<file path="src/shared/nfc_pkg.sv">
// nfc_pkg: constants shared by the host-side nand command/address/id controller.
// assumes one 20 MHz clock and a device reached only through its own pins.
`default_nettype none
package nfc_pkg;
	// ****************************************
	// timing
	// ****************************************
	localparam int CLK_PERIOD_NS = 50;
	localparam int STROBE_LOW_NS = 50;
	localparam int STROBE_HIGH_NS = 50;
	localparam int STROBE_LOW_CYC = (STROBE_LOW_NS + CLK_PERIOD_NS - 1) / CLK_PERIOD_NS;
	localparam int STROBE_HIGH_CYC = (STROBE_HIGH_NS + CLK_PERIOD_NS - 1) / CLK_PERIOD_NS;
	localparam int CNT_W = 4;
	// ****************************************
	// commands
	// ****************************************
	localparam logic [7:0] CMD_DUMMY = 8'h00;
	localparam logic [7:0] CMD_STATUS = 8'h70;
	localparam logic [7:0] CMD_IDENT = 8'h90;
	localparam logic [7:0] CMD_DIE0_STATUS = 8'hf2;
	localparam logic [7:0] CMD_DIE1_STATUS = 8'hf3;
	localparam logic [7:0] IDENT_ADDR = 8'h00;
	localparam int IDENT_BYTES = 5;
	// ****************************************
	// address map
	// ****************************************
	localparam int COL_W = 12;
	localparam int ROW_W = 19;
	localparam int ADDR_CYCLES = 5;
	localparam int PAGE_W = 6;
	localparam int PLANE_POS = 6;
	localparam int ROW_DIE_BIT = 18;
	localparam int COL2_W = 4;
	localparam int ROW3_W = 3;
	// ****************************************
	// fifth id byte fields
	// ****************************************
	localparam int ID5_PLANES_LSB = 2;
	localparam int ID5_PLANES_W = 2;
	localparam int ID5_SIZE_LSB = 4;
	localparam int ID5_SIZE_W = 3;
	// ****************************************
	// user operations
	// ****************************************
	typedef enum logic [2:0] {
		NFC_OP_CMD,
		NFC_OP_ADDR,
		NFC_OP_WRITE,
		NFC_OP_READ,
		NFC_OP_IDENT,
		NFC_OP_DIE_STATUS,
		NFC_OP_STATUS
	} nfc_op_type;
endpackage : nfc_pkg
`default_nettype wire

</file>
<file path="src/rtl/nfc_buf2.sv">
// nfc_buf2: two-entry valid/ready buffer on the read data path.
// assumes one clock domain; drain side may stall at any time.
`default_nettype none
module nfc_buf2 #(
	parameter int WIDTH = 8
) (
	input wire logic clk,
	input wire logic rst_n,
	input wire logic in_valid,
	output logic in_ready,
	input wire logic [WIDTH-1:0] in_data,
	output logic out_valid,
	input wire logic out_ready,
	output logic [WIDTH-1:0] out_data
);
	logic [WIDTH-1:0] mem [2];
	logic wr_ptr;
	logic rd_ptr;
	logic [1:0] count;
	wire do_push = in_valid && in_ready;
	wire do_pop = out_valid && out_ready;
	assign in_ready = (count != 2'd2);
	assign out_valid = (count != 2'd0);
	assign out_data = mem[rd_ptr];
	always_ff @(posedge clk) begin
		if (!rst_n) begin
			wr_ptr <= 1'b0;
			rd_ptr <= 1'b0;
			count <= 2'd0;
		end else begin
			if (do_push) begin
				mem[wr_ptr] <= in_data;
				wr_ptr <= ~wr_ptr;
			end
			if (do_pop) begin
				rd_ptr <= ~rd_ptr;
			end
			count <= count + {1'b0, do_push} - {1'b0, do_pop};
		end
	end
endmodule // nfc_buf2
`default_nettype wire

</file>
<file path="src/rtl/nfc_addr_pack.sv">
// nfc_addr_pack: splits column and row address into the five bus cycles.
// assumes row = block, plane and page concatenated, low bits first.
`default_nettype none
module nfc_addr_pack (
	input wire logic [nfc_pkg::COL_W-1:0] column_bit,
	input wire logic [nfc_pkg::ROW_W-1:0] row,
	input wire logic [2:0] index,
	output logic [7:0] addr_byte
);
	wire [7:0] cyc1 = column_bit[7:0];
	wire [7:0] cyc2 = {{(8 - nfc_pkg::COL2_W){1'b0}}, column_bit[nfc_pkg::COL_W-1:8]};
	wire [7:0] cyc3 = row[7:0];
	wire [7:0] cyc4 = row[15:8];
	wire [7:0] cyc5 = {{(8 - nfc_pkg::ROW3_W){1'b0}}, row[nfc_pkg::ROW_W-1:16]};
	assign addr_byte = (index == 3'd0) ? cyc1 :
		(index == 3'd1) ? cyc2 :
		(index == 3'd2) ? cyc3 :
		(index == 3'd3) ? cyc4 : cyc5;
endmodule // nfc_addr_pack
`default_nettype wire

</file>
<file path="src/rtl/nfc_host.sv">
// nfc_host: host controller driving a dual-die 8-bit nand device's command pins.
// assumes the device pins are sampled synchronously to clk; the busy line is
// sensed and the wp line driven from req_protect here, and the open-drain busy pull-up lies outside.
`default_nettype none
// Overview of operation
// - command byte latched with cmd strobe
// - address byte latched with addr strobe
// - column sent in cycles one, two
// - page bits on lines 0-5, cycle three
// - block bits in cycles three to five
// - die status command by row half
// - ident command then zero address
// - dummy command before status after ident
module nfc_host #(
	parameter int READ_MAX = 4096
) (
	input wire logic clk,
	input wire logic rst_n,
	// user side
	input wire logic req_valid,
	output logic req_ready,
	input wire nfc_pkg::nfc_op_type req_op,
	input wire logic [7:0] req_byte,
	input wire logic [nfc_pkg::COL_W-1:0] req_column,
	input wire logic [nfc_pkg::ROW_W-1:0] req_row,
	input wire logic [12:0] req_count,
	input wire logic req_protect,
	output logic rd_valid,
	input wire logic rd_ready,
	output logic [7:0] rd_data,
	output logic id5_valid,
	output logic [nfc_pkg::ID5_PLANES_W-1:0] id5_planes,
	output logic [nfc_pkg::ID5_SIZE_W-1:0] id5_plane_size,
	output logic device_ready,
	// device pins
	output logic chip_select_n,
	output logic cmd_latch,
	output logic addr_latch,
	output logic write_strobe_n,
	output logic read_strobe_n,
	output logic write_protect_n,
	input wire logic [7:0] shared_bus_in,
	output logic [7:0] shared_bus_out,
	output logic shared_bus_oe,
	input wire logic ready_busy_n
);
	// ****************************************
	// state
	// ****************************************
	typedef enum logic [2:0] {
		NFC_IDLE,
		NFC_WR_LOW,
		NFC_WR_HIGH,
		NFC_RD_LOW,
		NFC_RD_HIGH
	} nfc_state_type;
	typedef enum logic [1:0] {
		NFC_KIND_CMD,
		NFC_KIND_ADDR,
		NFC_KIND_DATA
	} nfc_kind_type;
	nfc_state_type state;
	nfc_kind_type kind;
	nfc_pkg::nfc_op_type op;
	logic [7:0] out_byte;
	logic [2:0] addr_idx;
	logic [2:0] addr_last;
	logic [12:0] remain;
	logic [nfc_pkg::CNT_W-1:0] cnt;
	logic [nfc_pkg::COL_W-1:0] col;
	logic [nfc_pkg::ROW_W-1:0] row;
	logic in_ident;
	logic need_dummy;
	logic [2:0] ident_pos;
	logic [7:0] pending_status_cmd;
	logic cap_valid;
	logic [7:0] cap_data;
	logic buf_in_ready;
	logic buf_out_valid;
	logic [7:0] buf_out_data;
	logic rdy_s;
	logic [7:0] addr_byte;
	// ****************************************
	// decode
	// ****************************************
	wire take = req_valid && req_ready;
	wire cnt_done = (cnt == '0);
	wire die_hi = req_row[nfc_pkg::ROW_DIE_BIT];
	wire [7:0] die_cmd = die_hi ? nfc_pkg::CMD_DIE1_STATUS : nfc_pkg::CMD_DIE0_STATUS;
	wire status_after_ident = (req_op == nfc_pkg::NFC_OP_STATUS) && need_dummy;
	wire [7:0] cmd_byte = (req_op == nfc_pkg::NFC_OP_IDENT) ? nfc_pkg::CMD_IDENT :
		(req_op == nfc_pkg::NFC_OP_DIE_STATUS) ? die_cmd :
		(req_op == nfc_pkg::NFC_OP_STATUS) ?
		(status_after_ident ? nfc_pkg::CMD_DUMMY : nfc_pkg::CMD_STATUS) : req_byte;
	wire is_cmd_op = (req_op == nfc_pkg::NFC_OP_CMD) || (req_op == nfc_pkg::NFC_OP_IDENT) ||
		(req_op == nfc_pkg::NFC_OP_DIE_STATUS) || (req_op == nfc_pkg::NFC_OP_STATUS);
	wire more_addr = (kind == NFC_KIND_ADDR) && (addr_idx != addr_last);
	wire chain_ident = (op == nfc_pkg::NFC_OP_IDENT) && (kind == NFC_KIND_CMD);
	wire chain_status = (kind == NFC_KIND_CMD) && (pending_status_cmd != nfc_pkg::CMD_DUMMY);
	wire read_after = (op == nfc_pkg::NFC_OP_DIE_STATUS) || (op == nfc_pkg::NFC_OP_STATUS);
	wire read_more = (remain != 13'd1);
	wire [7:0] next_addr_byte = (op == nfc_pkg::NFC_OP_IDENT) ? nfc_pkg::IDENT_ADDR : addr_byte;
	// the packer looks one byte ahead, so the next address byte is ready as the strobe drops
	nfc_addr_pack u_pack (
		.column_bit(col),
		.row(row),
		.index(addr_idx + 3'd1),
		.addr_byte(addr_byte)
	);
	// read path: a captured byte waits in the buffer until the user takes it
	nfc_buf2 #(
		.WIDTH(8)
	) u_buf (
		.clk(clk),
		.rst_n(rst_n),
		.in_valid(cap_valid),
		.in_ready(buf_in_ready),
		.in_data(cap_data),
		.out_valid(buf_out_valid),
		.out_ready(rd_ready),
		.out_data(buf_out_data)
	);
	// ****************************************
	// sequencer
	// ****************************************
	always_ff @(posedge clk) begin
		if (!rst_n) begin
			state <= NFC_IDLE;
			kind <= NFC_KIND_CMD;
			op <= nfc_pkg::NFC_OP_CMD;
			out_byte <= 8'h00;
			addr_idx <= 3'd0;
			addr_last <= 3'd0;
			remain <= 13'd0;
			cnt <= '0;
			col <= '0;
			row <= '0;
			in_ident <= 1'b0;
			need_dummy <= 1'b0;
			ident_pos <= 3'd0;
			pending_status_cmd <= nfc_pkg::CMD_DUMMY;
			cap_valid <= 1'b0;
			cap_data <= 8'h00;
			chip_select_n <= 1'b1;
			cmd_latch <= 1'b0;
			addr_latch <= 1'b0;
			write_strobe_n <= 1'b1;
			read_strobe_n <= 1'b1;
			shared_bus_out <= 8'h00;
			shared_bus_oe <= 1'b0;
			req_ready <= 1'b0;
			id5_valid <= 1'b0;
			id5_planes <= '0;
			id5_plane_size <= '0;
		end else begin
			cap_valid <= 1'b0;
			if (!cnt_done) begin
				cnt <= cnt - 1'b1;
			end
			case (state)
				NFC_IDLE: begin
					cmd_latch <= 1'b0;
					addr_latch <= 1'b0;
					shared_bus_oe <= 1'b0;
					req_ready <= rdy_s;
					if (take) begin
						req_ready <= 1'b0;
						chip_select_n <= 1'b0;
						op <= req_op;
						col <= req_column;
						row <= req_row;
						remain <= (req_count == 13'd0) ? 13'd1 : req_count;
						addr_idx <= 3'd0;
						addr_last <= (req_byte[2:0] == 3'd0) ? 3'(nfc_pkg::ADDR_CYCLES - 1) :
							3'(req_byte[2:0] - 3'd1);
						pending_status_cmd <= status_after_ident ? nfc_pkg::CMD_STATUS :
							nfc_pkg::CMD_DUMMY;
						if (req_op == nfc_pkg::NFC_OP_READ) begin
							state <= NFC_RD_LOW;
							cnt <= nfc_pkg::CNT_W'(nfc_pkg::STROBE_LOW_CYC - 1);
							read_strobe_n <= 1'b0;
						end else begin
							kind <= is_cmd_op ? NFC_KIND_CMD :
								(req_op == nfc_pkg::NFC_OP_ADDR) ? NFC_KIND_ADDR : NFC_KIND_DATA;
							cmd_latch <= is_cmd_op;
							addr_latch <= (req_op == nfc_pkg::NFC_OP_ADDR);
							out_byte <= cmd_byte;
							shared_bus_out <= cmd_byte;
							shared_bus_oe <= 1'b1;
							write_strobe_n <= 1'b0;
							state <= NFC_WR_LOW;
							cnt <= nfc_pkg::CNT_W'(nfc_pkg::STROBE_LOW_CYC - 1);
							if (is_cmd_op) begin
								// any command other than ident ends ident mode
								in_ident <= (req_op == nfc_pkg::NFC_OP_IDENT);
								ident_pos <= 3'd0;
								need_dummy <= (req_op == nfc_pkg::NFC_OP_IDENT) ||
									(status_after_ident ? 1'b0 :
									(need_dummy && (req_byte != nfc_pkg::CMD_DUMMY ||
									req_op != nfc_pkg::NFC_OP_CMD)));
							end
							// col is only loaded on this edge: the first byte comes straight
							// from the request
							if (req_op == nfc_pkg::NFC_OP_ADDR) begin
								shared_bus_out <= req_column[7:0];
								out_byte <= req_column[7:0];
							end
						end
					end else begin
						chip_select_n <= 1'b1;
					end
				end
				NFC_WR_LOW: begin
					if (cnt_done) begin
						// rising edge: the device latches the byte here
						write_strobe_n <= 1'b1;
						state <= NFC_WR_HIGH;
						cnt <= nfc_pkg::CNT_W'(nfc_pkg::STROBE_HIGH_CYC - 1);
					end
				end
				NFC_WR_HIGH: begin
					if (cnt_done) begin
						if (more_addr) begin
							addr_idx <= addr_idx + 3'd1;
							shared_bus_out <= addr_byte;
							state <= NFC_WR_LOW;
							write_strobe_n <= 1'b0;
							cnt <= nfc_pkg::CNT_W'(nfc_pkg::STROBE_LOW_CYC - 1);
						end else if (chain_status) begin
							shared_bus_out <= pending_status_cmd;
							pending_status_cmd <= nfc_pkg::CMD_DUMMY;
							state <= NFC_WR_LOW;
							write_strobe_n <= 1'b0;
							cnt <= nfc_pkg::CNT_W'(nfc_pkg::STROBE_LOW_CYC - 1);
						end else if (chain_ident) begin
							kind <= NFC_KIND_ADDR;
							cmd_latch <= 1'b0;
							addr_latch <= 1'b1;
							addr_last <= 3'd0;
							shared_bus_out <= next_addr_byte;
							state <= NFC_WR_LOW;
							write_strobe_n <= 1'b0;
							cnt <= nfc_pkg::CNT_W'(nfc_pkg::STROBE_LOW_CYC - 1);
						end else if (read_after) begin
							cmd_latch <= 1'b0;
							shared_bus_oe <= 1'b0;
							remain <= 13'd1;
							state <= NFC_RD_LOW;
							read_strobe_n <= 1'b0;
							cnt <= nfc_pkg::CNT_W'(nfc_pkg::STROBE_LOW_CYC - 1);
						end else begin
							state <= NFC_IDLE;
							cmd_latch <= 1'b0;
							addr_latch <= 1'b0;
							shared_bus_oe <= 1'b0;
						end
						if (kind == NFC_KIND_ADDR && !more_addr) begin
							shared_bus_out <= next_addr_byte;
						end
					end else if (kind == NFC_KIND_ADDR && cnt == nfc_pkg::CNT_W'(1)) begin
						shared_bus_out <= addr_byte;
					end
				end
				NFC_RD_LOW: begin
					// hold the strobe low while the buffer is full: no byte is lost
					if (cnt_done && buf_in_ready) begin
						read_strobe_n <= 1'b1;
						cap_valid <= 1'b1;
						cap_data <= shared_bus_in;
						state <= NFC_RD_HIGH;
						cnt <= nfc_pkg::CNT_W'(nfc_pkg::STROBE_HIGH_CYC - 1);
						if (in_ident) begin
							ident_pos <= ident_pos + 3'd1;
							if (ident_pos == 3'(nfc_pkg::IDENT_BYTES - 1)) begin
								id5_valid <= 1'b1;
								id5_planes <= shared_bus_in[nfc_pkg::ID5_PLANES_LSB +:
									nfc_pkg::ID5_PLANES_W];
								id5_plane_size <= shared_bus_in[nfc_pkg::ID5_SIZE_LSB +:
									nfc_pkg::ID5_SIZE_W];
							end
						end
					end
				end
				NFC_RD_HIGH: begin
					if (cnt_done) begin
						remain <= remain - 13'd1;
						if (read_more) begin
							state <= NFC_RD_LOW;
							read_strobe_n <= 1'b0;
							cnt <= nfc_pkg::CNT_W'(nfc_pkg::STROBE_LOW_CYC - 1);
						end else begin
							state <= NFC_IDLE;
						end
					end
				end
				default: begin
					state <= NFC_IDLE;
				end
			endcase
		end
	end
	// ****************************************
	// protect and busy sensing
	// ****************************************
	always_ff @(posedge clk) begin
		if (!rst_n) begin
			write_protect_n <= 1'b0;
			rdy_s <= 1'b0;
			device_ready <= 1'b0;
		end else begin
			write_protect_n <= ~req_protect;
			rdy_s <= ready_busy_n;
			device_ready <= ready_busy_n;
		end
	end
	assign rd_valid = buf_out_valid;
	assign rd_data = buf_out_data;
	wire unused_ok = &{1'b0, READ_MAX[0], row[nfc_pkg::PLANE_POS], nfc_pkg::PAGE_W[0],
		out_byte[0]};
endmodule // nfc_host
`default_nettype wire

</file>
<file path="config.mk">
export PLATFORM = sky130hd
export DESIGN_NAME = nfc_host
export DESIGN_NICKNAME = d
export VERILOG_FILES = /design/src/shared/nfc_pkg.sv /design/src/rtl/nfc_buf2.sv /design/src/rtl/nfc_addr_pack.sv /design/src/rtl/nfc_host.sv
export SDC_FILE = /design/constraint.sdc
export NUM_CORES = 1
export LEC_CHECK = 0
export BUFFER_PORTS_ARGS = -buffer_cell sky130_fd_sc_hd__buf_4
export CAP_MARGIN = 20
export CORE_MARGIN = 2
export CORE_UTILIZATION = 44
export DETAILED_ROUTE_END_ITERATION = 7
export HOLD_SLACK_MARGIN = 0.12
export SLEW_MARGIN = 20
export SYNTH_ARGS = -nofsm -noshare
export SYNTH_HDL_FRONTEND = slang
export SYNTH_SLANG_ARGS = --single-unit
</file>
<file path="constraint.sdc">
create_clock -name clk -period 4.8 [get_ports clk]
set_clock_uncertainty 0.05 [all_clocks]
set_input_delay 0 -clock clk [delete_from_list [all_inputs] [get_ports clk]]
set_output_delay 0 -clock clk [all_outputs]
set_load 0.01 [all_outputs]
</file>
==> flow_summary.html <==
<table>
<tr><th>Metric</th><th>Value</th></tr>
<tr><th colspan="2">Critical path</th></tr>
<tr><td>Category of cells accounting for the largest share of critical-path delay</td><td>simple AND/OR/NAND/NOR gates</td></tr>
<tr><td>Endpoint of the most critical register-to-register path</td><td>remain[5]</td></tr>
<tr><td>Element type at the critical path start</td><td>flop</td></tr>
<tr><td>Crit path from</td><td>cnt[0]</td></tr>
<tr><td>WS Path Type</td><td>reg -&gt; reg</td></tr>
<tr><td>Max stage delay cell, worst path</td><td>sky130_fd_sc_hd__nor2_1</td></tr>
<tr><td>Crit Path Max Fanout</td><td>15</td></tr>
<tr><td>CP Cell Sequence</td><td>inv_1, ha_1, nor3b_4, inv_4, nor2_8, a31oi_1, nor2_1, a31o_2, dlygate4sd3_1</td></tr>
<tr><td>Crit path required time</td><td>between 5000 and 6000 ps</td></tr>
<tr><td>Setup slack of the worst register-to-register path</td><td>1320 ps</td></tr>
<tr><td>Arrival time of the worst setup path</td><td>3780 ps</td></tr>
<tr><td>Worst Reg-to-Reg Cells</td><td>9</td></tr>
<tr><td>Highest cell delay on the worst timing path</td><td>780 ps</td></tr>
<tr><td>Critical path capture point type</td><td>flop</td></tr>
<tr><td>R2r startpoint</td><td>cnt[0]</td></tr>
<tr><td>Crit path buffers/inverters</td><td>3</td></tr>
<tr><th colspan="2">Logic synthesis</th></tr>
<tr><td>Seq/Total Area, Yosys</td><td>0.417</td></tr>
<tr><td>Yosys cell types</td><td>72</td></tr>
<tr><td>Top cells by area in the synthesized netlist</td><td>sky130_fd_sc_hd__dfxtp_1, sky130_fd_sc_hd__nand2_1, sky130_fd_sc_hd__edfxtp_1</td></tr>
<tr><td>Most used flip-flop cell after synthesis</td><td>sky130_fd_sc_hd__dfxtp_1</td></tr>
<tr><td>Mean Syn Cell Area</td><td>8.26 um2</td></tr>
<tr><td>Post-synthesis sequential element count</td><td>about 120</td></tr>
<tr><td>Cell Area, Synth</td><td>6200 um2</td></tr>
<tr><td>Proportion of synthesized flip-flops having asynchronous set or reset</td><td>0</td></tr>
<tr><td>Number of cells produced by synthesis</td><td>750</td></tr>
<tr><td>Cell with the most instances after synthesis</td><td>sky130_fd_sc_hd__nand2_1</td></tr>
<tr><td>Post-synth net total</td><td>approximately 830</td></tr>
<tr><td>Number of synthesized flops with an enable pin</td><td>16</td></tr>
<tr><td>Biggest area consumer among synthesized cells</td><td>sky130_fd_sc_hd__dfxtp_1</td></tr>
<tr><td>Cell types with the highest counts after synthesis</td><td>sky130_fd_sc_hd__nand2_1, sky130_fd_sc_hd__dfxtp_1, sky130_fd_sc_hd__a21oi_1, sky130_fd_sc_hd__nor2_1, sky130_fd_sc_hd__o21ai_0</td></tr>
<tr><td>Fraction of synthesized cell area taken by the top area cell type</td><td>0.339</td></tr>
<tr><td>Synthesis Warnings</td><td>0</td></tr>
<tr><th colspan="2">Final layout</th></tr>
<tr><td>Ratio of cells with drive above 1 in the final layout</td><td>0.184</td></tr>
<tr><td>Layout Area Growth over Synthesis</td><td>36.7%</td></tr>
<tr><td>Core Util, Final</td><td>0.613</td></tr>
<tr><td>Count of non-filler cells in the finished layout</td><td>between 1000 and 1500</td></tr>
<tr><td>ANT cells</td><td>0</td></tr>
<tr><td>Final design area excluding fillers</td><td>8470 um2</td></tr>
<tr><td>Total number of nets in the final design</td><td>993</td></tr>
<tr><th colspan="2">Drt</th></tr>
<tr><td>DRC violation total after the first TritonRoute iteration</td><td>404</td></tr>
<tr><td>Detail-routed via count per cell</td><td>5.64</td></tr>
<tr><td>Post-route DRC violation count</td><td>0</td></tr>
<tr><td>First-pass iteration count of the detailed router</td><td>5</td></tr>
<tr><td>Antenna Violating Nets Remaining</td><td>0</td></tr>
<tr><td>Final Routed Wirelength</td><td>18800 um</td></tr>
<tr><td>Via count</td><td>6218</td></tr>
<tr><td>Avg WL per Cell</td><td>roughly 17 um</td></tr>
<tr><th colspan="2">GRT</th></tr>
<tr><td>Antenna violations before repair</td><td>0</td></tr>
<tr><td>Overall fraction of global-route tracks in use</td><td>0.259</td></tr>
<tr><td>Number of global-route vias before repair</td><td>6039</td></tr>
<tr><td>Pin count of the biggest net entering global routing</td><td>40</td></tr>
<tr><td>Wire length of the first global-routing pass</td><td>30000 um</td></tr>
<tr><td>Final global-route overflow total</td><td>0</td></tr>
<tr><th colspan="2">Pwr</th></tr>
<tr><td>PD cells</td><td>456 nW/um2</td></tr>
<tr><td>Maximum resistive drop on vdd</td><td>283 uV</td></tr>
<tr><td>Overall power of the completed layout</td><td>3.87 mW</td></tr>
<tr><td>Leakage power</td><td>3.21 nW</td></tr>
<tr><th colspan="2">STA</th></tr>
<tr><td>Final critical-path required period</td><td>3480 ps</td></tr>
<tr><td>Transition time at the pin with the least slew margin</td><td>1110 ps</td></tr>
<tr><td>Max-slew violations</td><td>0</td></tr>
<tr><td>Final period utilization</td><td>0.725</td></tr>
<tr><td>Max Fclk</td><td>between 0.2 and 0.3 GHz</td></tr>
<tr><td>Worst hold slack after final layout</td><td>231 ps</td></tr>
<tr><td>Setup TNS</td><td>0 ps</td></tr>
<tr><td>Setup repair after global routing missed its margin</td><td>no</td></tr>
<tr><td>Worst max-slew margin expressed relative to the limit</td><td>0.259</td></tr>
<tr><td>Final setup viols</td><td>0</td></tr>
<tr><td>Final worst slack</td><td>around 1300 ps</td></tr>
<tr><td>Endpoints failing hold</td><td>0</td></tr>
<tr><th colspan="2">Clocking</th></tr>
<tr><td>Max Buffers Root-to-Sink</td><td>2</td></tr>
<tr><td>CTS sink cnt</td><td>around 120</td></tr>
<tr><td>Root buffer cell</td><td>sky130_fd_sc_hd__clkbuf_16</td></tr>
<tr><td>Count of H-tree levels built during CTS</td><td>4</td></tr>
<tr><td>TritonCTS clock tree</td><td>built</td></tr>
<tr><td>Number of buffers added by the clock tree synthesis step</td><td>17</td></tr>
<tr><td>Post-CTS Hold Buffers</td><td>82</td></tr>
<tr><td>Clock transition at the register clock pins on the worst setup and hold paths after CTS</td><td>60 ps</td></tr>
<tr><td>Worst-Skew Late Latency</td><td>420 ps</td></tr>
<tr><td>Postcts setup bufs</td><td>0</td></tr>
<tr><td>Number of cells upsized or downsized after cts</td><td>0</td></tr>
<tr><th colspan="2">Flow run</th></tr>
<tr><td>Max-cap check violation count</td><td>0</td></tr>
<tr><th colspan="2">Placed design</th></tr>
<tr><td>HPWL after detailed placement</td><td>12900 um</td></tr>
<tr><td>Input/output buffers</td><td>100</td></tr>
<tr><td>Placed cell count</td><td>approximately 990</td></tr>
<tr><td>Final RePlAce weighted congestion</td><td>just over 0.9</td></tr>
<tr><td>Setup WS pre-CTS</td><td>1780 ps</td></tr>
<tr><td>Total cell area at the placement stage</td><td>7020 um2</td></tr>
<tr><th colspan="2">Die</th></tr>
<tr><td>Overall die height</td><td>123 um</td></tr>
<tr><td>Horizontal die dimension</td><td>123 um</td></tr>
<tr><td>Row count</td><td>43</td></tr>
<tr><td>Core box area</td><td>13800 um2</td></tr>
<tr><td>Area enclosed by the die boundary</td><td>15100 um2</td></tr>
<tr><td># IOs</td><td>101</td></tr>
<tr><td>Starting density of the core</td><td>0.448</td></tr>
<tr><th colspan="2">Min path</th></tr>
<tr><td>Worst min-delay path class</td><td>in -&gt; reg</td></tr>
<tr><td>Hold path startpoint</td><td>req_protect</td></tr>
<tr><td>Hold Path Depth</td><td>3</td></tr>
<tr><td>Hold worst-path end</td><td>write_protect_n</td></tr>
<tr><th colspan="2">Run status</th></tr>
<tr><td>Run status</td><td>complete, no violations</td></tr>
</table>
-- cell families (layout without fill, tap and decap cells) --
family                     Yosys count  count (layout)  synth area share
xor gates and xnor gates            12              12            0.0170
adders and majority gates           15              15            0.0303
and+or+nand+nor                    288             288             0.222
DFF                                121             121             0.417
muxes                               22              22            0.0374
buffers and inverters               77             249            0.0509
AOI/OAI and AO/OA                  215             215             0.226
-- layout make-up --
class	count	area [um2]
Tap cell	180	225
Timing Repair Buffer	187	1610
Fill cell	1213	5350
Clock buffer	18	429
Clock inverter	14	198
Multi-Input combinational cell	552	3320
Inverter	30	115
Sequential cell	121	2580
-- where the power goes --
part	total (mW)	internal, mW	switching [mW]	leakage [nW]
Sequential	1.28	1.14	0.143	0.969
Combinational	1.24	0.522	0.715	1.94
Clock	1.35	0.871	0.477	0.302
-- worst max path at each step --
stage,endpoint,depth (start not counted)
detailed placement,id5_plane_size[1],8
floorplan,cnt[0],9
CTS,remain[5],9
global placement,id5_planes[1],8
global route,remain[11],9
finish,remain[5],9
-- registers in the layout, indices dropped and copies added, names as in the netlist, 4 cells and up, named ones only --
signal,cells
shared_bus_out,8
cnt,4
row,19
u_buf.mem,16
col,12
remain,13
cap_data,8
-- layer usage --
| metal | wire [um] | up-vias | GRT usage |
|---|---|---|---|
| met5 | 0 | - | 0 |
| met4 | 532 | 0 | 0.116 |
| met3 | 889 | 43 | 0.0493 |
| met2 | 9480 | 204 | 0.451 |
| met1 | 7930 | 2951 | 0.308 |
| li1 | - | 3020 | - |
-- placed cells by master, fill, tap and decap left out, drive strengths merged, types with 8 or more instances in the layout --
cell type	instances
dfxtp	105
mux2	9
buf	105
nor4	8
nand3	21
mux2i	13
dlygate4sd3	82
a21oi	74
edfxtp	16
ha	15
nor3	18
clkbuf	18
o22ai	14
o21ai	37
inv	32
nand2	137
o31ai	9
nor2	52
a31oi	17
-- worst register-to-register path, cell delays in order, from the launching register on --
cell                            delay, ps
sky130_fd_sc_hd__dfxtp_1              330
sky130_fd_sc_hd__inv_1                130
sky130_fd_sc_hd__ha_1                 250
sky130_fd_sc_hd__nor3b_4              470
sky130_fd_sc_hd__inv_4                190
sky130_fd_sc_hd__nor2_8               220
sky130_fd_sc_hd__a31oi_1              160
sky130_fd_sc_hd__nor2_1               780
sky130_fd_sc_hd__a31o_2               270
sky130_fd_sc_hd__dlygate4sd3_1        560
No activity file was read; power rests on OpenSTA's default activity.
